<file path="config.mk">
export PLATFORM = sky130hd
export DESIGN_NAME = extended_framed_fifo_port
export DESIGN_NICKNAME = d
export VERILOG_FILES = /design/src/common/efp_pkg.sv /design/src/common/strobe_if.sv /design/src/hw/extended_framed_fifo_port.sv /design/src/hw/pin_sync.sv /design/src/hw/periph_strobe.sv
export SDC_FILE = /design/constraint.sdc
export NUM_CORES = 1
export LEC_CHECK = 0
export BUFFER_PORTS_ARGS = -buffer_cell sky130_fd_sc_hd__buf_2
export CORE_AREA = 2 2 145 91
export CTS_CLUSTER_SIZE = 14
export DETAILED_ROUTE_END_ITERATION = 10
export DIE_AREA = 0 0 147 93
export PLACE_DENSITY_LB_ADDON = 0.25
export SYNTH_ARGS = -nofsm -noshare
export SYNTH_HDL_FRONTEND = slang
export SYNTH_SLANG_ARGS = --single-unit
export TNS_END_PERCENT = 1
</file>
<file path="constraint.sdc">
create_clock -name i_clock -period 2.9 [get_ports i_clock]
set_input_delay 0 -clock i_clock [delete_from_list [all_inputs] [get_ports i_clock]]
set_output_delay 0 -clock i_clock [all_outputs]
set_load 0.005 [all_outputs]
</file>
<file path="src/common/efp_pkg.sv">
// constants shared by the framed fifo port and its helper modules
// assumes one interface clock; all delays are counted in its periods
package efp_pkg;
   localparam logic [7:0] HEADER_BYTE = 8'haa;
   localparam logic [7:0] TRAILER_BYTE = 8'h55;
   localparam logic [6:0] SUB_INTERRUPT = 7'h7f;
   localparam logic [6:0] OFS_INTERFACE_VERSION_BYTE = 7'h7e;
   localparam int ERR_HEADER_BIT = 0;
   localparam int ERR_TRAILER_BIT = 1;
   localparam logic [7:0] RESET_BYTE = 8'h00;
   localparam logic [7:0] RESET_COUNT = 8'h00;
   localparam logic [6:0] RESET_SUBADD = 7'h00;
   localparam logic RESET_EXT_ENABLE = 1'b0;
   localparam int ENABLE_BIT = 0;
   // timings in interface clock periods
   localparam int STROBE_CYCLES = 4;
   localparam int FIFO_RD_CYCLES = 4;
   localparam int FIFO_WR_CYCLES = 2;
   localparam int FIFO_TURN_CYCLES = 3;
   localparam int EXT_GAP_CYCLES = 44;
   localparam int EXT_TAIL_CYCLES = 10;
   localparam int INT_RD_DLY_CYCLES = 20;
   localparam int END_FAULT_CYCLES = 2;
   localparam int SYNC_WIDTH = 22;

   typedef enum logic [4:0] {
      ST_IDLE = 5'h00, ST_RX_HDR = 5'h01, ST_RX_C1 = 5'h02,
      ST_RX_C2 = 5'h03, ST_BUSY_PRE = 5'h04, ST_RX_DATA = 5'h05,
      ST_PER_WR = 5'h06, ST_RX_TRL = 5'h07, ST_TX_HDR = 5'h08,
      ST_TX_C1 = 5'h09, ST_TX_C2 = 5'h0a, ST_PER_RD = 5'h0b,
      ST_TX_DATA = 5'h0c, ST_TX_TRL = 5'h0d, ST_TAIL = 5'h0e,
      ST_EXT_WAIT = 5'h0f, ST_EXT_CNT = 5'h10, ST_INT_WAIT = 5'h11,
      ST_INT_RD = 5'h12
   } state_type;

   typedef enum logic [1:0] {
      KIND_REPLY = 2'h0, KIND_EXT = 2'h1, KIND_ERR = 2'h2, KIND_USER = 2'h3
   } kind_type;
endpackage

</file>
<file path="src/common/strobe_if.sv">
// request and answer between the frame sequencer and the strobe engine
// assumes both ends share one clock
`timescale 1ns/1ps
interface strobe_if;
   logic start;
   logic is_read;
   logic first;
   logic [7:0] wdata;
   logic done;
   logic [7:0] rdata;
   logic drive;
   modport engine(input start, input is_read, input first, input wdata,
                  output done, output rdata, output drive);
   modport user(output start, output is_read, output first, output wdata,
                input done, input rdata, input drive);
endinterface

</file>
<file path="src/hw/extended_framed_fifo_port.sv">
// framed byte pipe between a usb byte fifo chip and peripheral logic
// assumes i_clock is the interface clock and all pins are asynchronous
// Summary of operation
// - extended reads need the internal enable register
// - busy leads first strobe, falls after last
// - request rising edge starts continuous read, busy
// - busy and subaddress two clocks after request
// - first read fetches count, bus by select
// - then N reads, first strobe marked, forwarded
// - 44 clocks count-to-data, 10 clocks tail
// - busy drops once all bytes are sent
// - host frames win over extended requests
// - extended frame: header, N-1, 0xff, data, trailer
// - eight bit count, at most 256 bytes
// - subaddress 0x7f shown during extended read
// - interrupts wait until the extended cycle ends
// - interrupt frame: zero count, direction 0
// - error status: bit 0 header, bit 1 trailer
// - user status read at 0x7f without busy
// - subaddress at two, status read at twenty
// - subaddress 0x7e reads the version byte
// - low reset pulse clears the whole device
// - user interrupt caught on its rising edge
// - read byte latched at end of strobe
// - hold input stretches the current strobe
`timescale 1ns/1ps
module extended_framed_fifo_port import efp_pkg::*; #(
   // arbitrary value, set per build
   parameter logic [7:0] INTERFACE_VERSION_BYTE = 8'h10
) (
   input wire logic i_clock,
   input wire logic i_nrst,
   input wire logic i_rx_empty_n,
   input wire logic i_tx_full_n,
   input wire logic [7:0] i_usb_data,
   output logic [7:0] o_usb_data,
   output logic o_usb_data_oe,
   output logic o_usb_read_n,
   output logic o_usb_write,
   input wire logic [7:0] i_user_data,
   output logic [7:0] o_user_data,
   output logic o_user_data_oe,
   output logic [6:0] o_subadd,
   output logic o_write_n,
   output logic o_read_n,
   output logic o_frame_first_strobe_n,
   input wire logic i_peripheral_hold_low,
   input wire logic i_extended_read_request,
   input wire logic i_user_interrupt,
   input wire logic i_shared_bus_select,
   output logic o_busy,
   output logic o_frame_start_fault,
   output logic o_frame_end_fault
);
   // ==========================================================
   // pin synchronisers
   logic rxe_n_s, txf_n_s, hold_s, req_s, uint_s, shared_s;
   logic [7:0] usb_s, user_s;

   pin_sync #(.WIDTH(SYNC_WIDTH)) u_sync (
      .i_clock(i_clock),
      .i_nrst(i_nrst),
      .i_async({i_rx_empty_n, i_tx_full_n, i_usb_data, i_user_data,
                i_peripheral_hold_low, i_extended_read_request,
                i_user_interrupt, i_shared_bus_select}),
      .o_sync({rxe_n_s, txf_n_s, usb_s, user_s, hold_s, req_s, uint_s,
               shared_s})
   );

   // ==========================================================
   // peripheral strobe engine
   strobe_if sif();
   state_type state_q;
   kind_type kind_q;
   logic [7:0] count_q, idx_q, data_q, err_status_q;
   logic [6:0] sub_q;
   logic [5:0] wait_q;
   logic is_rd_q, busy_q, ext_enable_q, str_pend_q;
   logic ext_pend_q, int_pend_q, err_pend_q, req_prev_q, uint_prev_q;
   logic start_fault_q, end_fault_q;
   logic [1:0] end_cnt_q;
   logic str_need, ext_first_gate, is_ver, fifo_need, fifo_done;
   logic [7:0] tx_byte;

   periph_strobe u_strobe (
      .i_clock(i_clock),
      .i_nrst(i_nrst),
      .i_hold_low(hold_s),
      .i_shared(shared_s),
      .i_data(shared_s ? usb_s : user_s),
      .o_write_n(o_write_n),
      .o_read_n(o_read_n),
      .o_frame_first_strobe_n(o_frame_first_strobe_n),
      .o_user_data(o_user_data),
      .o_user_data_oe(o_user_data_oe),
      .eng(sif)
   );

   assign is_ver = (kind_q == KIND_REPLY) &&
                   (sub_q == OFS_INTERFACE_VERSION_BYTE);
   // first extended data strobe waits for the count-to-data gap
   assign ext_first_gate = (kind_q != KIND_EXT) || (idx_q != 8'h00) ||
                           (wait_q >= 6'(EXT_GAP_CYCLES - 1));
   always_comb begin
      case (state_q)
         ST_PER_WR: str_need = !is_ver;
         ST_PER_RD: str_need = !is_ver && ext_first_gate;
         ST_EXT_CNT: str_need = 1'b1;
         ST_INT_RD: str_need = 1'b1;
         default: str_need = 1'b0;
      endcase
   end
   assign sif.start = str_need && !str_pend_q;
   assign sif.is_read = (state_q != ST_PER_WR);
   assign sif.first = (state_q == ST_PER_WR || state_q == ST_PER_RD) &&
                      idx_q == 8'h00;
   assign sif.wdata = data_q;

   always_ff @(posedge i_clock or negedge i_nrst) begin
      if (!i_nrst) begin
         str_pend_q <= 1'b0;
      end else if (sif.start) begin
         str_pend_q <= 1'b1;
      end else if (sif.done) begin
         str_pend_q <= 1'b0;
      end
   end

   // ==========================================================
   // fifo chip byte engine
   logic fifo_pend_q, fifo_act_q, fifo_rd_q, fifo_quiet;
   logic [2:0] fifo_cnt_q;

   always_comb begin
      case (state_q)
         ST_RX_HDR, ST_RX_C1, ST_RX_C2, ST_RX_DATA, ST_RX_TRL,
         ST_TX_HDR, ST_TX_C1, ST_TX_C2, ST_TX_DATA, ST_TX_TRL:
            fifo_need = 1'b1;
         default: fifo_need = 1'b0;
      endcase
      case (state_q)
         ST_TX_HDR: tx_byte = HEADER_BYTE;
         ST_TX_C1: tx_byte = (kind_q == KIND_REPLY || kind_q == KIND_EXT) ?
                             count_q : 8'h00;
         ST_TX_C2: tx_byte = (kind_q == KIND_REPLY) ? {1'b1, sub_q} :
                             (kind_q == KIND_EXT) ? {1'b1, SUB_INTERRUPT} :
                             (kind_q == KIND_ERR) ? {1'b0, sub_q} :
                             {1'b0, SUB_INTERRUPT};
         ST_TX_DATA: tx_byte = data_q;
         default: tx_byte = TRAILER_BYTE;
      endcase
   end
   assign fifo_done = fifo_pend_q && fifo_act_q && (fifo_cnt_q ==
      (fifo_rd_q ? 3'(FIFO_RD_CYCLES - 1) : 3'(FIFO_WR_CYCLES - 1)));
   // the empty flag is stale for a few clocks after a byte is popped
   assign fifo_quiet = !fifo_pend_q && fifo_cnt_q == 3'(FIFO_TURN_CYCLES);

   always_ff @(posedge i_clock or negedge i_nrst) begin
      if (!i_nrst) begin
         fifo_pend_q <= 1'b0;
         fifo_act_q <= 1'b0;
         fifo_rd_q <= 1'b0;
         fifo_cnt_q <= 3'h0;
         o_usb_read_n <= 1'b1;
         o_usb_write <= 1'b0;
         o_usb_data <= RESET_BYTE;
         o_usb_data_oe <= 1'b0;
      end else if (!fifo_pend_q) begin
         o_usb_data_oe <= sif.drive;
         o_usb_data <= data_q;
         if (fifo_need) begin
            fifo_pend_q <= 1'b1;
            fifo_rd_q <= (state_q <= ST_RX_TRL);
            fifo_cnt_q <= 3'h0;
         end else if (fifo_cnt_q != 3'(FIFO_TURN_CYCLES)) begin
            fifo_cnt_q <= fifo_cnt_q + 3'h1;
         end
      end else if (!fifo_act_q) begin
         // let the flag settle after the previous byte
         if (fifo_cnt_q != 3'(FIFO_TURN_CYCLES)) begin
            fifo_cnt_q <= fifo_cnt_q + 3'h1;
         end else if (fifo_rd_q ? !rxe_n_s : !txf_n_s) begin
            fifo_act_q <= 1'b1;
            fifo_cnt_q <= 3'h0;
            o_usb_read_n <= !fifo_rd_q;
            o_usb_write <= !fifo_rd_q;
            o_usb_data_oe <= !fifo_rd_q;
            o_usb_data <= tx_byte;
         end
      end else if (fifo_done) begin
         fifo_pend_q <= 1'b0;
         fifo_act_q <= 1'b0;
         fifo_cnt_q <= 3'h0;
         o_usb_read_n <= 1'b1;
         o_usb_write <= 1'b0;
         o_usb_data_oe <= 1'b0;
      end else begin
         fifo_cnt_q <= fifo_cnt_q + 3'h1;
      end
   end

   // ==========================================================
   // request and interrupt capture
   logic req_edge, uint_edge, pick_ext, pick_int, pick_err;

   assign req_edge = req_s && !req_prev_q;
   assign uint_edge = uint_s && !uint_prev_q;
   assign pick_err = (state_q == ST_IDLE) && rxe_n_s && err_pend_q;
   assign pick_ext = (state_q == ST_IDLE) && rxe_n_s && !err_pend_q &&
                     ext_pend_q;
   assign pick_int = (state_q == ST_IDLE) && rxe_n_s && !err_pend_q &&
                     !ext_pend_q && int_pend_q;

   always_ff @(posedge i_clock or negedge i_nrst) begin
      if (!i_nrst) begin
         req_prev_q <= 1'b0;
         uint_prev_q <= 1'b0;
         ext_pend_q <= 1'b0;
         int_pend_q <= 1'b0;
      end else begin
         req_prev_q <= req_s;
         uint_prev_q <= uint_s;
         ext_pend_q <= (req_edge && ext_enable_q) ||
                       (ext_pend_q && !pick_ext);
         int_pend_q <= uint_edge || (int_pend_q && !pick_int);
      end
   end

   // ==========================================================
   // frame sequencer
   always_ff @(posedge i_clock or negedge i_nrst) begin
      if (!i_nrst) begin
         state_q <= ST_IDLE;
         kind_q <= KIND_REPLY;
         count_q <= RESET_COUNT;
         idx_q <= RESET_COUNT;
         data_q <= RESET_BYTE;
         sub_q <= RESET_SUBADD;
         o_subadd <= RESET_SUBADD;
         wait_q <= 6'h00;
         is_rd_q <= 1'b0;
         busy_q <= 1'b0;
         ext_enable_q <= RESET_EXT_ENABLE;
         err_pend_q <= 1'b0;
         err_status_q <= RESET_BYTE;
         start_fault_q <= 1'b0;
         end_fault_q <= 1'b0;
      end else begin
         start_fault_q <= 1'b0;
         end_fault_q <= 1'b0;
         if (wait_q != 6'h3f) begin
            wait_q <= wait_q + 6'h01;
         end
         case (state_q)
            ST_IDLE: begin
               idx_q <= 8'h00;
               wait_q <= 6'h00;
               if (!rxe_n_s && fifo_quiet) begin
                  state_q <= ST_RX_HDR;
               end else if (pick_err) begin
                  err_pend_q <= 1'b0;
                  kind_q <= KIND_ERR;
                  data_q <= err_status_q;
                  state_q <= ST_TX_HDR;
               end else if (pick_ext) begin
                  state_q <= ST_EXT_WAIT;
               end else if (pick_int) begin
                  state_q <= ST_INT_WAIT;
               end
            end
            ST_RX_HDR: if (fifo_done) begin
               if (usb_s == HEADER_BYTE) begin
                  state_q <= ST_RX_C1;
               end else begin
                  start_fault_q <= 1'b1;
                  err_status_q <= 8'h00;
                  err_status_q[ERR_HEADER_BIT] <= 1'b1;
                  err_pend_q <= 1'b1;
                  state_q <= ST_IDLE;
               end
            end
            ST_RX_C1: if (fifo_done) begin
               count_q <= usb_s;
               state_q <= ST_RX_C2;
            end
            ST_RX_C2: if (fifo_done) begin
               is_rd_q <= usb_s[7];
               sub_q <= usb_s[6:0];
               o_subadd <= usb_s[6:0];
               state_q <= usb_s[7] ? ST_RX_TRL : ST_BUSY_PRE;
            end
            ST_BUSY_PRE: begin
               busy_q <= 1'b1;
               state_q <= is_rd_q ? ST_PER_RD : ST_RX_DATA;
            end
            ST_RX_DATA: if (fifo_done) begin
               data_q <= usb_s;
               state_q <= ST_PER_WR;
            end
            ST_PER_WR: if (sif.done || is_ver) begin
               if (is_ver) begin
                  ext_enable_q <= data_q[ENABLE_BIT];
               end
               idx_q <= idx_q + 8'h01;
               if (idx_q == count_q) begin
                  busy_q <= 1'b0;
                  state_q <= ST_RX_TRL;
               end else begin
                  state_q <= ST_RX_DATA;
               end
            end
            ST_RX_TRL: if (fifo_done) begin
               if (usb_s != TRAILER_BYTE) begin
                  end_fault_q <= 1'b1;
                  err_status_q <= 8'h00;
                  err_status_q[ERR_TRAILER_BIT] <= 1'b1;
                  err_pend_q <= 1'b1;
                  state_q <= ST_IDLE;
               end else begin
                  kind_q <= KIND_REPLY;
                  idx_q <= 8'h00;
                  state_q <= is_rd_q ? ST_TX_HDR : ST_IDLE;
               end
            end
            ST_TX_HDR: if (fifo_done) begin
               state_q <= ST_TX_C1;
            end
            ST_TX_C1: if (fifo_done) begin
               state_q <= ST_TX_C2;
            end
            ST_TX_C2: if (fifo_done) begin
               state_q <= (kind_q == KIND_EXT) ? ST_PER_RD :
                          (kind_q == KIND_REPLY) ? ST_BUSY_PRE : ST_TX_DATA;
            end
            ST_PER_RD: begin
               if (sif.start && kind_q == KIND_EXT) begin
                  wait_q <= 6'h00;
               end
               if (is_ver) begin
                  data_q <= INTERFACE_VERSION_BYTE;
                  state_q <= ST_TX_DATA;
               end else if (sif.done) begin
                  data_q <= sif.rdata;
                  state_q <= ST_TX_DATA;
               end
            end
            ST_TX_DATA: if (fifo_done) begin
               idx_q <= idx_q + 8'h01;
               if (kind_q == KIND_ERR || kind_q == KIND_USER ||
                   idx_q == count_q) begin
                  if (kind_q == KIND_REPLY) begin
                     busy_q <= 1'b0;
                  end
                  state_q <= ST_TX_TRL;
               end else begin
                  state_q <= ST_PER_RD;
               end
            end
            ST_TX_TRL: if (fifo_done) begin
               state_q <= (kind_q == KIND_EXT) ? ST_TAIL : ST_IDLE;
            end
            ST_TAIL: if (wait_q >= 6'(EXT_TAIL_CYCLES - 1)) begin
               busy_q <= 1'b0;
               state_q <= ST_IDLE;
            end
            ST_EXT_WAIT: begin
               busy_q <= 1'b1;
               o_subadd <= SUB_INTERRUPT;
               kind_q <= KIND_EXT;
               state_q <= ST_EXT_CNT;
            end
            ST_EXT_CNT: begin
               if (sif.start) begin
                  wait_q <= 6'h00;
               end
               if (sif.done) begin
                  count_q <= sif.rdata;
                  state_q <= ST_TX_HDR;
               end
            end
            ST_INT_WAIT: begin
               if (wait_q == 6'h00) begin
                  o_subadd <= SUB_INTERRUPT;
               end
               if (wait_q == 6'(INT_RD_DLY_CYCLES - 3)) begin
                  state_q <= ST_INT_RD;
               end
            end
            ST_INT_RD: if (sif.done) begin
               data_q <= sif.rdata;
               kind_q <= KIND_USER;
               state_q <= ST_TX_HDR;
            end
            default: state_q <= ST_IDLE;
         endcase
      end
   end

   // ==========================================================
   // fault pulse outputs
   // busy leaves straight from its flop so it leads the strobe a full clock
   assign o_busy = busy_q;
   always_ff @(posedge i_clock or negedge i_nrst) begin
      if (!i_nrst) begin
         end_cnt_q <= 2'h0;
         o_frame_start_fault <= 1'b0;
         o_frame_end_fault <= 1'b0;
      end else begin
         o_frame_start_fault <= start_fault_q;
         if (end_fault_q) begin
            end_cnt_q <= 2'(END_FAULT_CYCLES);
         end else if (end_cnt_q != 2'h0) begin
            end_cnt_q <= end_cnt_q - 2'h1;
         end
         o_frame_end_fault <= end_fault_q || end_cnt_q > 2'h1;
      end
   end
endmodule

</file>
<file path="src/hw/pin_sync.sv">
// two flip-flop synchroniser for a bundle of pin levels
// assumes each bit is a slow level or is held stable around its use
`timescale 1ns/1ps
module pin_sync import efp_pkg::*; #(
   parameter int WIDTH = SYNC_WIDTH
) (
   input wire logic i_clock,
   input wire logic i_nrst,
   input wire logic [WIDTH-1:0] i_async,
   output logic [WIDTH-1:0] o_sync
);
   logic [WIDTH-1:0] meta_q;

   always_ff @(posedge i_clock or negedge i_nrst) begin
      if (!i_nrst) begin
         meta_q <= '0;
         o_sync <= '0;
      end else begin
         meta_q <= i_async;
         o_sync <= meta_q;
      end
   end
endmodule

</file>
<file path="src/hw/periph_strobe.sv">
// peripheral strobe engine: one write or read strobe per request
// assumes i_hold_low and i_data are already synchronised
`timescale 1ns/1ps
module periph_strobe import efp_pkg::*; (
   input wire logic i_clock,
   input wire logic i_nrst,
   input wire logic i_hold_low,
   input wire logic i_shared,
   input wire logic [7:0] i_data,
   output logic o_write_n,
   output logic o_read_n,
   output logic o_frame_first_strobe_n,
   output logic [7:0] o_user_data,
   output logic o_user_data_oe,
   strobe_if.engine eng
);
   logic act_q;
   logic [2:0] cnt_q;
   logic done_q;
   logic drive_q;
   logic [7:0] rdata_q;

   assign eng.done = done_q;
   assign eng.rdata = rdata_q;
   assign eng.drive = drive_q;

   always_ff @(posedge i_clock or negedge i_nrst) begin
      if (!i_nrst) begin
         act_q <= 1'b0;
         cnt_q <= 3'h0;
         done_q <= 1'b0;
         drive_q <= 1'b0;
         rdata_q <= RESET_BYTE;
         o_write_n <= 1'b1;
         o_read_n <= 1'b1;
         o_frame_first_strobe_n <= 1'b1;
         o_user_data <= RESET_BYTE;
         o_user_data_oe <= 1'b0;
      end else begin
         done_q <= 1'b0;
         if (!act_q) begin
            if (eng.start) begin
               act_q <= 1'b1;
               cnt_q <= 3'h0;
               o_read_n <= !eng.is_read;
               o_write_n <= eng.is_read;
               o_frame_first_strobe_n <= !eng.first;
               o_user_data <= eng.wdata;
               o_user_data_oe <= !eng.is_read && !i_shared;
               drive_q <= !eng.is_read && i_shared;
            end
         end else begin
            if (cnt_q != 3'(STROBE_CYCLES - 1)) begin
               cnt_q <= cnt_q + 3'h1;
            end
            if (cnt_q == 3'(STROBE_CYCLES - 2)) begin
               o_frame_first_strobe_n <= 1'b1;
            end
            // stretched while the peripheral holds the line low
            if (cnt_q == 3'(STROBE_CYCLES - 1) && i_hold_low) begin
               act_q <= 1'b0;
               o_read_n <= 1'b1;
               o_write_n <= 1'b1;
               o_user_data_oe <= 1'b0;
               drive_q <= 1'b0;
               rdata_q <= i_data;
               done_q <= 1'b1;
            end
         end
      end
   end
endmodule

</file>
==> results.tsv <==
metric	value	unit
outcome	complete, no violations	
worst path cell trace	or3b_2 -> buf_4 -> nor2_1 -> a31oi_1 -> a221oi_2 -> o21ai_1 -> o2bb2ai_1	
Clk Latency, worst-skew pair	0.43	ns
Die H	93	um
Static Leak	3.97	nW
Total Routing Usage GR	31.3	%
io pins	57	
Worst VDD drop	538	uV
internal power	0.00522	W
Sw Share	39.2	%
fmax	375	MHz
WS Path Type	register to register	
global-route wire length before repair	32.2	mm
Post-synth EDFFs	0	
Post-synth top cells	dfrtp_1, nor2_1, o21ai_0, nand2_1, inv_1	
Post-DRT Antenna Nets	0	
Hold WC Path Type	input pin to async pin	
total gr overflow	0	
vias per cell	6.08	
post-synth top area share	52.1	%
sequential power share	39.1	%
Nets	833	
Port Buffer Count	56	
First DRT Iteration DRCs	668	
Distinct cells, synth	70	
Reg2Reg Setup Slack	0.23	ns
startpoint types	register	
R2R Path Start	state_q[2]	
RSZ-0062 raised after global routing	false	
Reg clk slew, reported paths	0.08	ns
Area contributors post-synth	dfrtp_1, o21ai_0, mux2_2	
Die Span X	147	um
Synth Instances	700	
share of layout cells above drive strength 1	19.8	%
Post-CTS Setup Bufs	0	
vias in the first global route	5747	
dpl hpwl	14.1	mm
WP buf/inv	1	
max_cap viols	0	
Detailed Routing Iterations Pass 1	7	
CTS H-tree lvls	4	
Final Hold Viols	0	
CP Max Fanout	10	
Seq/Total Area, Yosys	53.5	%
Syn Area/Cell	10.4	um^2
initial cell density of the core	58.4	%
PwrDens	987	nW/um^2
die area	13700	um^2
Layout area overhead	19.9	%
Tmin final	2.67	ns
row cnt	32	
reg2reg path depth	7	
Pins Over Slew Limit	0	
RD Place Congestion	0.931	
CTS tree	built	
final setup fails	0	
Critical R2R Capture	data_q[3]	
Req. time, crit path	3.19	ns
setup TNS	0	ns
Synth Net Count	737	
slowest cell on the critical path	or3b_2	
Max transition margin	51.1	%
drt total wl	20.2	mm
hold_ws	0.159	ns
largest net degree at the start of global routing	80	
P_sw	0.00336	W
clock power share	27.0	%
Slew @ Worst Pin	0.733	ns
Core ar.	12400	um^2
Tcrit/Tclk final	91.9	%
Ys Warns	0	
WP data arrival	2.96	ns
Clock Sinks	155	
CP endpoint kind	register	
Remaining DRCs	0	
CTS buffer count	17	
Pwr Total	0.00858	W
multi-input logic area	3100	um^2
routed len/inst	20.6	um
slowest stage delay, CP	0.50	ns
Mapped Area	7250	um^2
critical path's top delay family	compound AO/OA/AOI/OAI gates	
top-count cell post-synth	dfrtp_1	
Fillers	897	
clock skew	0.0153	ns
Vias	5948	
leading area contributor after synthesis	dfrtp_1	
Synth Register Bits	155	
Synth async-reset ratio	100	%
root buffer cell	clkbuf_16	
Ant. Diodes	0	
ys flop type	dfrtp_1	
Clock Path Buffers	2	
antenna violations before repair	0	
Comb power frac	33.9	%
Reg area	3880	um^2
## worst reg2reg max path: stages (launching register included)
cell	delay (ns)
dfrtp_1	0.47
or3b_2	0.50
buf_4	0.18
nor2_1	0.30
a31oi_1	0.14
a221oi_2	0.42
o21ai_1	0.28
o2bb2ai_1	0.23
## cells in the final DEF (no fill, tap or decap), types with 5 or more instances in the layout
cell	instances
nor4_1	6
mux2i_1	21
nand2b_1	15
a22oi_1	10
inv_1	29
a31oi_1	19
nor2_1	74
nand3_1	25
inv_8	5
dlygate4sd3_1	23
xnor2_1	12
dfrtp_1	151
nor2b_1	12
nor3_1	8
mux2_2	25
buf_2	55
a21oi_1	28
and3_1	7
o2bb2ai_1	11
ha_1	13
o21ai_0	61
nand4_1	7
nand2_1	48
buf_4	31
o31ai_1	9
or3_1	7
clkbuf_16	17
## kinds of logic after synthesis
logic type               synth area share [%]
AO/OA/AOI/OAI                            15.3
XOR/XNOR                                 1.69
multiplexers                             7.19
buffers and inverters                    3.74
flip-flops                               53.5
adder cells (fa/ha/maj)                  2.24
AND/OR/NAND/NOR                          16.3
## sequential cells by signal (all words and copies together) (netlist names), 2 cells and up
| name | flops |
|---|---|
| sub_q | 7 |
| end_cnt_q | 2 |
| idx_q | 8 |
| state_q | 5 |
| u_strobe.cnt_q | 3 |
| fifo_cnt_q | 3 |
| count_q | 8 |
| kind_q | 2 |
| o_subadd | 7 |
| u_strobe.o_user_data | 8 |
| u_sync.o_sync | 22 |
| u_sync.meta_q | 22 |
| wait_q | 6 |
| o_usb_data | 8 |
| u_strobe.eng.rdata | 8 |
| err_status_q | 2 |
| data_q | 8 |
## worst max path at each step
| stage | end | startpoint | slack (ns) | depth (start not counted) |
|---|---|---|---|---|
| finish | data_q[3] | state_q[2] | 0.23 | 7 |
| floorplan | u_strobe.o_user_data[6] | state_q[4] | 0.52 | 8 |
| detailed placement | u_strobe.o_read_n | state_q[2] | 0.34 | 7 |
| global route | data_q[3] | state_q[2] | 0.1 | 7 |
| global placement | data_q[0] | state_q[2] | 0.43 | 7 |
| CTS | u_strobe.o_read_n | state_q[2] | 0.29 | 7 |
## power by group through the flow
stage / clock network [W] / registers (W) / logic (W)
final: 0.00231 / 0.00336 / 0.00291
after floorplan: 0 / 0.00306 / 0.00203
after detailed placement: 0 / 0.00336 / 0.00280
after CTS: 0.00233 / 0.00333 / 0.00286
after global routing: 0.00245 / 0.00342 / 0.00322
after global placement: 0 / 0.00332 / 0.00271
## per-stage QoR
step / utilization [%] / cell area, um^2 / worst slack (ns) / cells
after global placement: 63.2 / 7840 / 0.430 / 924
after global routing: 70.0 / 8690 / 0.0985 / 979
after floorplan: - / 7250 / 0.516 / 700
after detailed placement: 63.2 / 7840 / 0.337 / 924
final: 70.0 / 8690 / 0.234 / 979
after CTS: 70.0 / 8690 / 0.289 / 979
## metal layers
layer / share of wire [%] / GRT usage [%] / up-vias
met5: 0 / 0 / -
met4: 1.8 / 8.97 / 0
met1: 44 / 47.1 / 2911
met3: 11 / 8.44 / 41
met2: 43 / 44.8 / 293
li1: - / - / 2703
## repair_timing
| action | in CTS | in global routing |
|---|---|---|
| hold buffers | 23 | 0 |
| hold endpoints to repair | 99 | 0 |
| gates resized for setup | 0 | 0 |
## area by class of cell
cell class | count | share of cell area [%]
tap | 170 | 2.45
clock inverter | 15 | 2.25
inverter | 29 | 1.25
sequential | 155 | 44.7
timing repair buffer | 111 | 8.85
clock buffer | 17 | 4.89
multi-input combinational | 482 | 35.6
(Power assumes the default switching activity.)
